--- src/rtl/rcps_regs.vh ---
// Register map, field positions, reset values and timing constants of the room PWM/scene block
`ifndef RCPS_REGS_VH
`define RCPS_REGS_VH

// Timing
`define RCPS_CLK_NS       40
`define RCPS_TICK_NS      100000000
`define RCPS_TICK_W       22

// Byte offsets
`define RCPS_A_CTRL       8'h00
`define RCPS_A_SETPT      8'h04
`define RCPS_A_ACTUAL     8'h08
`define RCPS_A_BAND       8'h0c
`define RCPS_A_INTEG      8'h10
`define RCPS_A_PERIOD     8'h14
`define RCPS_A_THRESH     8'h18
`define RCPS_A_OPMODE     8'h1c
`define RCPS_A_SCENE      8'h20
`define RCPS_A_FANSEL     8'h24
`define RCPS_A_FANPCT     8'h28
`define RCPS_A_STATUS     8'h2c
`define RCPS_A_OUTDOOR    8'h30

// CTRL fields
`define RCPS_F_MODE       1:0
`define RCPS_F_COOL       2
`define RCPS_F_CORR       3
`define RCPS_F_FANPOL     4
`define RCPS_CTRL_W       5

// Control modes
`define RCPS_CM_SW        2'h0
`define RCPS_CM_P         2'h1
`define RCPS_CM_PI        2'h2

// Scene code classes, taken from code bits 7:6
`define RCPS_SC_RECALL    2'h0
`define RCPS_SC_SAVE      2'h2
`define RCPS_SC_IGNORE    2'h1

// Reset values
`define RCPS_RST_CTRL     5'h12
`define RCPS_RST_SETPT    16'h00d2
`define RCPS_RST_ACTUAL   16'h00d2
`define RCPS_RST_BAND     16'h0028
`define RCPS_RST_INTEG    16'h0064
`define RCPS_RST_PERIOD   16'h1770
`define RCPS_RST_THRESH   16'h0104
`define RCPS_RST_OUTDOOR  16'h00c8
`define RCPS_RST_FAN1     7'h14
`define RCPS_RST_FAN2     7'h32
`define RCPS_RST_FAN3     7'h50

// Percent scale
`define RCPS_FULL         7'h64

`endif

--- src/rtl/rcps_top.v ---
// Room controller output logic: PWM, P/PI control, setpoint correction, scenes, fan forcing
`timescale 1ns/10ps
`default_nettype none
`include "rcps_regs.vh"

module rcps_top #(
	parameter TICK_CYC = `RCPS_TICK_NS / `RCPS_CLK_NS
) (
	// Clock and reset
	input  wire        core_clk,
	input  wire        nrst,
	// AHB-Lite slave
	input  wire        hsel,
	input  wire [31:0] haddr,
	input  wire [1:0]  htrans,
	input  wire        hwrite,
	input  wire [2:0]  hsize,
	input  wire [31:0] hwdata,
	input  wire        hready,
	output wire        hreadyout,
	output wire        hresp,
	output reg  [31:0] hrdata,
	// Bus objects in
	input  wire [7:0]  mode_scene_object,
	input  wire        mode_scene_stb,
	input  wire [15:0] outdoor_temp,
	input  wire        outdoor_stb,
	// Actuator objects out
	output reg         pwm_out,
	output reg  [6:0]  act_value,
	output reg  [1:0]  op_mode,
	output reg         fan_forced_obj,
	output reg  [6:0]  fan_stage_pct,
	output reg         fan_send
);

	localparam RD_IDLE = 2'h0;
	localparam RD_WAIT = 2'h1;
	localparam RD_DONE = 2'h2;
	localparam [31:0]             TICK_M1   = TICK_CYC - 1;
	localparam [`RCPS_TICK_W-1:0] TICK_LAST = TICK_M1[`RCPS_TICK_W-1:0];

	function [1:0] rcps_scene_kind;
		input [7:0] code;
		begin
			case (code[7:6])
				`RCPS_SC_RECALL: rcps_scene_kind = `RCPS_SC_RECALL;
				`RCPS_SC_SAVE:   rcps_scene_kind = `RCPS_SC_SAVE;
				default:         rcps_scene_kind = `RCPS_SC_IGNORE;
			endcase
		end
	endfunction

	// Write hit: a pending write whose data phase addresses the given offset
	function rcps_wr_hit;
		input       pend;
		input [7:0] addr;
		input [7:0] off;
		begin
			rcps_wr_hit = pend & (addr == off);
		end
	endfunction

	reg  [`RCPS_CTRL_W-1:0] ctrl_r;
	reg  [15:0]             setpt_r;
	reg  [15:0]             actual_r;
	reg  [15:0]             band_r;
	reg  [15:0]             integ_r;
	reg  [15:0]             period_r;
	reg  [15:0]             thresh_r;
	reg  [15:0]             outdoor_r;
	reg  [1:0]              fan_sel_r;
	reg  [6:0]              fan1_r;
	reg  [6:0]              fan2_r;
	reg  [6:0]              fan3_r;
	reg  [1:0]              scene_mem [0:63];
	reg  [1:0]              rd_st_r;
	reg  [7:0]              rd_addr_r;
	reg                     wr_pend_r;
	reg  [7:0]              wr_addr_r;
	reg  [`RCPS_TICK_W-1:0] tick_cnt_r;
	reg  [15:0]             pwm_cnt_r;
	reg  [15:0]             pwm_cnt_nxt;
	reg  [15:0]             integ_cnt_r;
	reg  [6:0]              integ_acc_r;
	reg  [6:0]              act_nxt;
	reg  [31:0]             rd_nxt;
	reg                     fan_wr_r;

	wire        addr_ok = hsel & htrans[1] & hready;
	wire        wr_go   = wr_pend_r;
	wire        tick    = (tick_cnt_r == TICK_LAST);
	wire [7:0]  sc_code = mode_scene_stb ? mode_scene_object : hwdata[7:0];
	wire        sc_stb  = mode_scene_stb | rcps_wr_hit(wr_go, wr_addr_r, `RCPS_A_SCENE);
	wire [1:0]  sc_kind = rcps_scene_kind(sc_code);
	wire [1:0]  cmode   = ctrl_r[`RCPS_F_MODE];
	wire        cool    = ctrl_r[`RCPS_F_COOL];

	// Setpoint correction, applied only while cooling
	wire signed [16:0] out_s  = {outdoor_r[15], outdoor_r};
	wire signed [16:0] thr_s  = {thresh_r[15], thresh_r};
	wire signed [16:0] sp_s   = {setpt_r[15], setpt_r};
	wire signed [16:0] act_s  = {actual_r[15], actual_r};
	wire               corr_on = cool & ctrl_r[`RCPS_F_CORR] & (out_s > thr_s);
	wire signed [16:0] sp_eff = corr_on ? (sp_s + (out_s - thr_s)) : sp_s;
	wire signed [16:0] dev    = cool ? (act_s - sp_eff) : (sp_eff - act_s);
	wire               dev_pos = (dev > 17'sd0);
	wire               dev_full = dev_pos & ({1'b0, dev[15:0]} >= {1'b0, band_r});
	wire [22:0]        p_num  = {7'h00, dev[15:0]} * {16'h0000, `RCPS_FULL};
	wire [22:0]        p_quo  = p_num / {7'h00, band_r};
	wire [6:0]         p_val  = !dev_pos ? 7'h00 : (dev_full ? `RCPS_FULL : p_quo[6:0]);
	wire [7:0]         pi_sum = {1'b0, p_val} + {1'b0, integ_acc_r};

	assign hreadyout = (rd_st_r != RD_WAIT);
	assign hresp     = 1'b0;

	// Bus interface: writes land one cycle after their address phase; reads take one wait
	// state so that a write in the preceding data phase is always seen
	always @(posedge core_clk or negedge nrst)
	begin
		if (!nrst)
		begin
			rd_st_r   <= RD_IDLE;
			rd_addr_r <= 8'h00;
			wr_pend_r <= 1'b0;
			wr_addr_r <= 8'h00;
			hrdata    <= 32'h00000000;
		end
		else
		begin
			if (rd_st_r == RD_WAIT)
			begin
				hrdata  <= rd_nxt;
				rd_st_r <= RD_DONE;
			end
			else if (addr_ok & !hwrite)
			begin
				rd_st_r   <= RD_WAIT;
				rd_addr_r <= haddr[7:0];
			end
			else
				rd_st_r <= RD_IDLE;
			if (rd_st_r != RD_WAIT)
			begin
				wr_pend_r <= addr_ok & hwrite;
				wr_addr_r <= haddr[7:0];
			end
		end
	end

	// Read mux; unmapped offsets read zero
	always @*
	begin
		rd_nxt = 32'h00000000;
		case (rd_addr_r)
			`RCPS_A_CTRL:    rd_nxt = {27'h0000000, ctrl_r};
			`RCPS_A_SETPT:   rd_nxt = {16'h0000, setpt_r};
			`RCPS_A_ACTUAL:  rd_nxt = {16'h0000, actual_r};
			`RCPS_A_BAND:    rd_nxt = {16'h0000, band_r};
			`RCPS_A_INTEG:   rd_nxt = {16'h0000, integ_r};
			`RCPS_A_PERIOD:  rd_nxt = {16'h0000, period_r};
			`RCPS_A_THRESH:  rd_nxt = {16'h0000, thresh_r};
			`RCPS_A_OPMODE:  rd_nxt = {30'h00000000, op_mode};
			`RCPS_A_FANSEL:  rd_nxt = {30'h00000000, fan_sel_r};
			`RCPS_A_FANPCT:  rd_nxt = {9'h000, fan3_r, 1'b0, fan2_r, 1'b0, fan1_r};
			`RCPS_A_STATUS:  rd_nxt = {sp_eff[15:0], 6'h00, fan_forced_obj, pwm_out,
				1'b0, act_value};
			`RCPS_A_OUTDOOR: rd_nxt = {16'h0000, outdoor_r};
			default:         rd_nxt = 32'h00000000;
		endcase
	end

	// Configuration registers
	always @(posedge core_clk or negedge nrst)
	begin
		if (!nrst)
		begin
			ctrl_r    <= `RCPS_RST_CTRL;
			setpt_r   <= `RCPS_RST_SETPT;
			actual_r  <= `RCPS_RST_ACTUAL;
			band_r    <= `RCPS_RST_BAND;
			integ_r   <= `RCPS_RST_INTEG;
			period_r  <= `RCPS_RST_PERIOD;
			thresh_r  <= `RCPS_RST_THRESH;
			outdoor_r <= `RCPS_RST_OUTDOOR;
			fan_sel_r <= 2'h0;
			fan1_r    <= `RCPS_RST_FAN1;
			fan2_r    <= `RCPS_RST_FAN2;
			fan3_r    <= `RCPS_RST_FAN3;
		end
		else
		begin
			if (wr_go)
			begin
				case (wr_addr_r)
					`RCPS_A_CTRL:   ctrl_r   <= hwdata[`RCPS_CTRL_W-1:0];
					`RCPS_A_SETPT:  setpt_r  <= hwdata[15:0];
					`RCPS_A_ACTUAL: actual_r <= hwdata[15:0];
					`RCPS_A_BAND:   band_r   <= hwdata[15:0];
					`RCPS_A_INTEG:  integ_r  <= hwdata[15:0];
					`RCPS_A_PERIOD: period_r <= hwdata[15:0];
					`RCPS_A_THRESH: thresh_r <= hwdata[15:0];
					`RCPS_A_FANSEL: fan_sel_r <= hwdata[1:0];
					`RCPS_A_FANPCT:
					begin
						fan1_r <= hwdata[6:0];
						fan2_r <= hwdata[14:8];
						fan3_r <= hwdata[22:16];
					end
					default: ;
				endcase
			end
			// The outdoor object beats a software write in the same cycle
			if (outdoor_stb)
				outdoor_r <= outdoor_temp;
			else if (rcps_wr_hit(wr_go, wr_addr_r, `RCPS_A_OUTDOOR))
				outdoor_r <= hwdata[15:0];
		end
	end

	// Scene store; no reset so that a reset or reload of settings keeps the scenes
	always @(posedge core_clk)
	begin
		if (sc_stb & (sc_kind == `RCPS_SC_SAVE))
			scene_mem[sc_code[5:0]] <= op_mode;
	end

	// Operating mode; a scene recall wins over a direct write in the same cycle
	always @(posedge core_clk or negedge nrst)
	begin
		if (!nrst)
			op_mode <= 2'h0;
		else if (sc_stb & (sc_kind == `RCPS_SC_RECALL))
			op_mode <= scene_mem[sc_code[5:0]];
		else if (rcps_wr_hit(wr_go, wr_addr_r, `RCPS_A_OPMODE))
			op_mode <= hwdata[1:0];
		// Other codes fall through untouched
	end

	// Actuating value per control mode
	always @*
	begin
		act_nxt = 7'h00;
		case (cmode)
			`RCPS_CM_SW: act_nxt = dev_pos ? `RCPS_FULL : 7'h00;
			`RCPS_CM_P:  act_nxt = p_val;
			`RCPS_CM_PI: act_nxt = (pi_sum > {1'b0, `RCPS_FULL}) ? `RCPS_FULL : pi_sum[6:0];
			default:     act_nxt = 7'h00;
		endcase
	end

	// Time base and integral part; the integral holds once the setpoint is reached
	always @(posedge core_clk or negedge nrst)
	begin
		if (!nrst)
		begin
			tick_cnt_r  <= {`RCPS_TICK_W{1'b0}};
			integ_cnt_r <= 16'h0000;
			integ_acc_r <= 7'h00;
			act_value   <= 7'h00;
		end
		else
		begin
			tick_cnt_r <= tick ? {`RCPS_TICK_W{1'b0}} : tick_cnt_r + 1'b1;
			act_value  <= act_nxt;
			if (cmode != `RCPS_CM_PI)
			begin
				integ_cnt_r <= 16'h0000;
				integ_acc_r <= 7'h00;
			end
			else if (tick)
			begin
				if (integ_cnt_r + 1'b1 >= integ_r)
				begin
					integ_cnt_r <= 16'h0000;
					if (dev_pos & (pi_sum < {1'b0, `RCPS_FULL}))
						integ_acc_r <= integ_acc_r + 1'b1;
				end
				else
					integ_cnt_r <= integ_cnt_r + 1'b1;
			end
		end
	end

	// PWM: the on time is recomputed every cycle from the live value, so a change acts
	// at once; comparing the phase with the new on time gives the owed extension, the
	// immediate cut-off or the earlier switch-off without extra state
	wire [22:0] on_prod = {7'h00, period_r} * {16'h0000, act_value};
	wire [22:0] on_time = on_prod / {16'h0000, `RCPS_FULL};

	// Phase counter; a period shortened below the phase restarts it at the next tick
	always @*
	begin
		pwm_cnt_nxt = pwm_cnt_r;
		if (tick)
		begin
			if (pwm_cnt_r + 1'b1 >= period_r)
				pwm_cnt_nxt = 16'h0000;
			else
				pwm_cnt_nxt = pwm_cnt_r + 1'b1;
		end
	end

	always @(posedge core_clk or negedge nrst)
	begin
		if (!nrst)
		begin
			pwm_cnt_r <= 16'h0000;
			pwm_out   <= 1'b0;
		end
		else
		begin
			pwm_cnt_r <= pwm_cnt_nxt;
			// Full scale gives on_time equal to the period, so the output never drops
			pwm_out <= ({7'h00, pwm_cnt_r} < on_time);
		end
	end

	// Fan forcing objects, sent again whenever the stage choice is written
	always @(posedge core_clk or negedge nrst)
	begin
		if (!nrst)
		begin
			fan_forced_obj <= 1'b0;
			fan_stage_pct  <= 7'h00;
			fan_send       <= 1'b0;
			fan_wr_r       <= 1'b0;
		end
		else
		begin
			// The stage objects settle one cycle after the write, so the send waits for them
			fan_wr_r <= rcps_wr_hit(wr_go, wr_addr_r, `RCPS_A_FANSEL);
			fan_send <= fan_wr_r;
			if (fan_sel_r != 2'h0)
				fan_forced_obj <= ctrl_r[`RCPS_F_FANPOL];
			else
				fan_forced_obj <= ~ctrl_r[`RCPS_F_FANPOL];
			case (fan_sel_r)
				2'h1:    fan_stage_pct <= fan1_r;
				2'h2:    fan_stage_pct <= fan2_r;
				2'h3:    fan_stage_pct <= fan3_r;
				default: fan_stage_pct <= 7'h00;
			endcase
		end
	end

endmodule // rcps_top
`default_nettype wire

--- config.mk ---
export PLATFORM = sky130hd
export DESIGN_NAME = rcps_top
export DESIGN_NICKNAME = d
export VERILOG_FILES = /design/src/rtl/rcps_top.v
export VERILOG_INCLUDE_DIRS = /design/src /design/src/rtl
export SDC_FILE = /design/constraint.sdc
export NUM_CORES = 2
export LEC_CHECK = 0
export ABC_AREA = 1
export ABC_CLOCK_PERIOD_IN_PS = 66400
export BUFFER_PORTS_ARGS = -buffer_cell sky130_fd_sc_hd__buf_2
export CORE_UTILIZATION = 50
export CTS_BUF_LIST = sky130_fd_sc_hd__clkbuf_4
export CTS_CLUSTER_SIZE = 12
export DETAILED_ROUTE_END_ITERATION = 8
export HOLD_SLACK_MARGIN = 0.06
export PLACE_DENSITY = 0.69
export SLEW_MARGIN = 20
export SYNTH_ARGS = -nofsm -noshare
export SYNTH_HDL_FRONTEND = slang
export SYNTH_SLANG_ARGS = --single-unit
--- constraint.sdc ---
create_clock -name core_clk -period 66.4 [get_ports core_clk]
set_clock_uncertainty 0.1 [all_clocks]
set_input_delay 3.32 -clock core_clk [delete_from_list [all_inputs] [get_ports core_clk]]
set_output_delay 3.32 -clock core_clk [all_outputs]
set_load 0.05 [all_outputs]
# Word level (Yosys, flattened, before mapping)
# Memories as Yosys holds them, arrays and structs flattened.
# Index checks and enable logic that the tools add are counted.
dict set report word_totals {
  word_cells 152
  output_inout_bits 53
  mem_bits_rw 128
  n_memories 1
  ff_bits 272
  mem_bits_ro 0
  latchBits 0
  inputBits 100
}
dict set report classes {
  div 2
  n_mul 2
  n_eq_ne 33
  shift 0
  n_lt_le_gt_ge 8
  addsub 9
  mux 29
  reduce_logical 23
  bitwise 17
}
# memory depth word_bits read_ports rd_ports_with_merged_regs wr line_no
set mem_list {}
lappend mem_list {scene_mem 64 2 1 0 1 rcps_top.v:76} ;# reg [1:0] scene_mem [0:63];
# operator n
set ops {}
lappend ops {{$pmux W32 S12} 1}
lappend ops {{$mux W16} 6}
lappend ops {{$eq A8 B5 Y1 const B} 8}
lappend ops {{$eq A8 B6 Y1 const B} 8}
lappend ops {{$mux W7} 8}
lappend ops {{$ge A16 B16 Y1} 3}
lappend ops {{$pmux W7 S3} 2}
lappend ops {{$mux W17} 2}
lappend ops {{$add A16 B1 Y16 const B} 2}
lappend ops {{$eq A8 B4 Y1 const B} 4}
lappend ops {{$div A23 B16 Y23} 1}
lappend ops {{$div A23 B7 Y23 const B} 1}
lappend ops {{$lt A16 B23 Y1} 1}
lappend ops {{$mul A16 B7 Y23} 1}
lappend ops {{$add A22 B1 Y22 const B} 1}
lappend ops {{$eq A22 B22 Y1 const B} 1}
lappend ops {{$mux W22} 1}
lappend ops {{$mul A16 B5 Y21 const B} 1}
lappend ops {{$reduce_and A2 Y1} 10}
lappend ops {{$add A16 B17 Y17} 1}
lappend ops {{$gt A17 B1 Y1 const B} 1}
lappend ops {{$sub A16 B16 Y17} 1}
lappend ops {{$sub A16 B17 Y17} 1}
lappend ops {{$sub A17 B16 Y17} 1}
lappend ops {{22 further kinds} 56}

# Depth between registers and ports, before layout
dict set report depth {
  word_depth 16
  depth_mapped 479
  ltp_nobuf 461
}

# Least setup slack after synthesis
# Ideal clock, no wire load.
dict set report synth_path {
  path_kind {register -> register}
  startpoint {reg thresh_r[2]}
  endpoint {reg integ_acc_r[6]}
  path_buffers 21
  setup_ns 0.121
  setup_slack_ns 4.736
  period_less_slack_ns 61.664
  arrival_time_ns 61.442
  path_stages_with_launch 459
  required_time_ns 66.179
  path_cell_list {dfstp_2 -> inv_1 -> ha_1 -> nand3_1 -> nor2_1 -> o21bai_1 -> o211ai_1 -> a2111o_1 -> or3_1 -> nand3_1 -> clkbuf_1 -> clkbuf_1 -> o21ai_0 -> ha_1 -> nand2_1 -> nor3_1 -> inv_1 -> o221ai_1 -> (+423 left out) -> nand3_1 -> and2_1 -> inv_1 -> a21oi_1 -> nor2_1 -> nor2_1 -> xor2_1 -> o31ai_1 -> inv_1 -> a21oi_1 -> nor2_1 -> inv_1 -> nor3_1 -> nand3_1 -> inv_1 -> nand3_1 -> nand2_1 -> nor2_1}
}
dict set report synth_via {
  elab_chain_len 14
  word_cells_on_any_way 20
  classes_between {add/sub (5); mul (1); div (1); order compare (4); mux (4); bitwise (3); reduce/logical (2)}
}
# element line_no
set synth_lines {}
lappend synth_lines {{start: declaration} rcps_top.v:70} ;# reg [15:0] thresh_r;
lappend synth_lines {{start signal: assignment} rcps_top.v:184} ;# thresh_r <= `RCPS_RST_THRESH;
lappend synth_lines {{start signal: assignment} rcps_top.v:202} ;# `RCPS_A_THRESH: thresh_r <= hwdata[15:0];
lappend synth_lines {{$sub A16 B16 Y17 or $gt A16 B16 Y1 (tied branches)} {rcps_top.v:105, rcps_top.v:104}}
lappend synth_lines {{$add A16 B17 Y17 or $and A1 B1 Y1 (tied branches)} {rcps_top.v:105, rcps_top.v:104}}
lappend synth_lines {{$mux W17 *} rcps_top.v:105} ;# wire signed [16:0] sp_eff = corr_on ? (sp_s + (out_s - thr_s)) : sp_s;
lappend synth_lines {{$sub A17 B16 Y17 or $sub A16 B17 Y17 (tied branches)} rcps_top.v:106} ;# wire signed [16:0] dev = cool ? (act_s - sp_eff) : (sp_eff - act_s);
lappend synth_lines {{$mux W17 *} rcps_top.v:106}
lappend synth_lines {{$mul A16 B5 Y21, or another cell as far along} rcps_top.v:109} ;# wire [22:0] p_num = {7'h00, dev[15:0]} * {16'h0000, `RCPS_FULL};
lappend synth_lines {{$div A23 B16 Y23 or $and A1 B1 Y1 (tied branches)} {rcps_top.v:110, rcps_top.v:108}}
lappend synth_lines {{$mux W7 (2 in series)} rcps_top.v:111} ;# wire [6:0] p_val = !dev_pos ? 7'h00 : (dev_full ? `RCPS_FULL : p_quo[6:0]);
lappend synth_lines {{$add A7 B7 Y8} rcps_top.v:112} ;# wire [7:0] pi_sum = {1'b0, p_val} + {1'b0, integ_acc_r};
lappend synth_lines {{$lt A8 B7 Y1} rcps_top.v:276} ;# if (dev_pos & (pi_sum < {1'b0, `RCPS_FULL}))
lappend synth_lines {{$and A1 B1 Y1 *} rcps_top.v:276}
lappend synth_lines {{$reduce_bool A2 Y1 (no source line) *} --}
lappend synth_lines {{$reduce_and A3 Y1 (no source line) *} --}
lappend synth_lines {{end signal: assignment} rcps_top.v:277} ;# integ_acc_r <= integ_acc_r + 1'b1;
lappend synth_lines {{end: declaration} rcps_top.v:85} ;# reg [6:0] integ_acc_r;
# Mark *: on every way between the ends. The rest lies on a longest branch, timed or not.
# A chain may end at the register's enable or synchronous reset.

# Worst setup path in the final report
# Same ends and word-level chain as after synthesis.

==> run metrics <==
initial antenna violation count 1; total CTS buffers 96; register area share after synthesis 0.251; Mapped Nets 6631; slowest CP cell dfstp_2; relative max-transition margin 0.224; Compound-Gate Fraction of Synth Area 0.152; worst-path fanout max 16; share of layout cells above drive strength 1 0.135; Initial Util 0.507; CP arrival 61430 ps; I/O pin total 153; chip width 294 um; pins over their slew limit 0; vias in the first global route 37500; Max Root-Sink Buffers 3; Reg2Reg Depth 448; Skew-Pair Late Insertion Delay 860 ps; Synth Instances 5945; hold crit path type reg2reg; mux cell area share after synthesis 0.00185; die area 86500 um^2; Routed WL 122000 um; DP Worst Slack -257 ps; Total GRT Usage 0.279; area grow syn2layout 10.9%; min-delay src fan_wr_r; Clock Sinks 400; final setup fails 0; Hold Path Sink fan_send; Clk pin slew, worst setup/hold paths 70 ps; Placer Congestion 0.965; WS Path Type reg2reg; Most used DFF post-synth dfrtp_1; Simple-Gate Fraction of Synth Area 0.251; post-route minimum period 60810 ps; post-DP HPWL 92100 um; max-cap viol count 0; combinational family with the most area after synthesis simple AND/OR/NAND/NOR gates; Post-Syn Area 42700 um^2; Final period util 0.916; most frequent CP cell nand2_1; Post-Synth XOR/XNOR Area 0.0496; Post-synth ARST share 0.680; standard-cell row count 106; Core ar. 84100 um^2; drt via density 5.44; Die Span Y 294 um; Synth Register Bits 400; Max stage delay on crit path 560 ps; CP Launch Type flip-flop; post-detailed-route wirelength per cell 16.5 um; Critical Path RT 67010 ps; largest net degree at the start of global routing 122; CTS tree done; Avg Cell Area, Syn 7.18 um^2; Root Driver clkbuf_4; H-Tree Depth 3; reg-to-reg slack, setup 5590 ps; Max Fclk 0.0164 GHz; starting DRC count in detailed routing 3211; DRT Pass-1 Iters 6; commonest cells after routing, fill and taps aside 1347 x nand2_1, 1012 x inv_1, 482 x ha_1; Least-Margin Pin Slew 1160 ps; Post-synth EDFFs 128; # nets final 6860; status complete, no violations; total grt overflow 0; post-route ant nets 0; Critical Path Source thresh_r[2]; Hold Path Cell Cnt 0; terminus of the critical flop-to-flop path integ_acc_r[6]; number of I/O port buffers 114; Final Hold Fails 0; most common cell after layout, fill and taps aside nand2_1; Post-Synth Adder-Cell Area 0.189; Filler cells 8036; Worst setup EP type flip-flop; vias 40200; worst setup margin 5590 ps; first-pass GRT wire length 194000 um; DRC 0; synth unique cells 75; R2R Path Start thresh_r[2]; yosys warns 0; Min Hold Slack 253 ps
-- per-stage QoR --
step	cells	TNS, ps	util	instance area (um^2)
after floorplan	5945	0	-	42700
after global placement	7143	0	0.533	44800
after detailed placement	7143	-509	0.533	44800
after CTS	7321	0	0.549	46100
after global routing	7389	-5280	0.563	47300
final	7391	0	0.563	47300
-- how the worst max path moves through the flow --
| stage | end | slack [ps] | cells after the start |
|---|---|---|---|
| 5_1_grt | integ_acc_r[6] | -670 | 455 |
| 3_3_place_gp | integ_acc_r[6] | 860 | 440 |
| 2_1_floorplan | integ_acc_r[6] | 4740 | 458 |
| 4_1_cts | integ_acc_r[6] | 90 | 444 |
| 3_5_place_dp | integ_acc_r[6] | -260 | 440 |
| 6_report | integ_acc_r[6] | 5590 | 448 |
-- timing repair --
item | CTS | global route
buffers inserted | 0 | 62
resized for setup | 4 | 212
pin swaps | 0 | 52
hold buffers | 0 | 0
cloned | 0 | 4
setup endpoints to repair | 11 | 14
-- layout make-up --
class	count	area [um^2]	area share
multi-input combinational	4360	28200	0.595
clock buffer	152	1140	0.0241
sequential	400	10700	0.226
clock inverter	26	173	0.00365
timing repair buffer	260	1710	0.0362
inverter	1055	4000	0.0846
tap	1134	1420	0.0300
timing repair inverter	1	5.00	0.000106
antenna	3	7.51	0.000159
-- kinds of logic after synthesis --
kind of cell,Yosys count
adders and majority gates,586
and+or+nand+nor,2403
buffers and inverters,1188
xor gates and xnor gates,241
muxes,7
AOI/OAI and AO/OA,1119
other,1
DFF,400
-- metal layers --
| metal | track usage | up-vias | share of wire |
|---|---|---|---|
| li1 | - | 20100 | - |
| met4 | 0.109 | 0 | 0.037 |
| met2 | 0.464 | 1178 | 0.46 |
| met1 | 0.375 | 18700 | 0.44 |
| met3 | 0.0248 | 242 | 0.057 |
| met5 | 0 | - | 0 |
-- critical path, delay by kind of cell (launching register included) --
kind	cells	cell delay, ps
AOI/OAI and AO/OA	166	24910
and+or+nand+nor	165	17630
adders and majority gates	31	9690
buffers and inverters	82	6720
xor gates and xnor gates	4	890
DFF	1	560
-- Yosys cell counts, drive strengths merged (6+ instances only) --
cell type     n  share of area
o221ai       24         0.0049
o21a         12         0.0021
clkbuf      120          0.011
a221oi       18         0.0037
mux2          7         0.0018
o311ai       18         0.0037
nor2        413          0.039
nand3b       13         0.0026
and2          6        0.00094
a211oi       11         0.0019
a21oi       305          0.036
dfstp        34          0.021
a21o         34         0.0060
o22ai        58         0.0085
or2          47         0.0069
fa          100          0.047
nand3       260          0.035
xor2        168          0.034
o21bai       35         0.0062
nor4         27         0.0040
dfrtp       238           0.14
o31ai        11         0.0019
nand4        99          0.015
o211ai       18         0.0032
a31oi        10         0.0015
xnor2        73          0.015
a22o          6         0.0012
o21ai       486          0.058
o41ai         6         0.0012
nand2      1442           0.14
edfxtp      128          0.090
inv        1042          0.092
clkinv       12         0.0011
nor3         88          0.010
buf          13         0.0016
a22oi        46         0.0081
ha          486           0.14
-- state kept, by name (all words and copies together) (netlist names), 8 cells and up --
signal	count
integ_cnt_r	16
actual_r	16
outdoor_r	16
thresh_r	16
setpt_r	16
period_r	16
pwm_cnt_r	16
band_r	16
rd_addr_r	8
scene_mem	128
integ_r	16
hrdata	32
tick_cnt_r	22
wr_addr_r	8
Power is not shown: default switching activity piles up to over one toggle a cycle in this logic, so the estimate is an artifact.
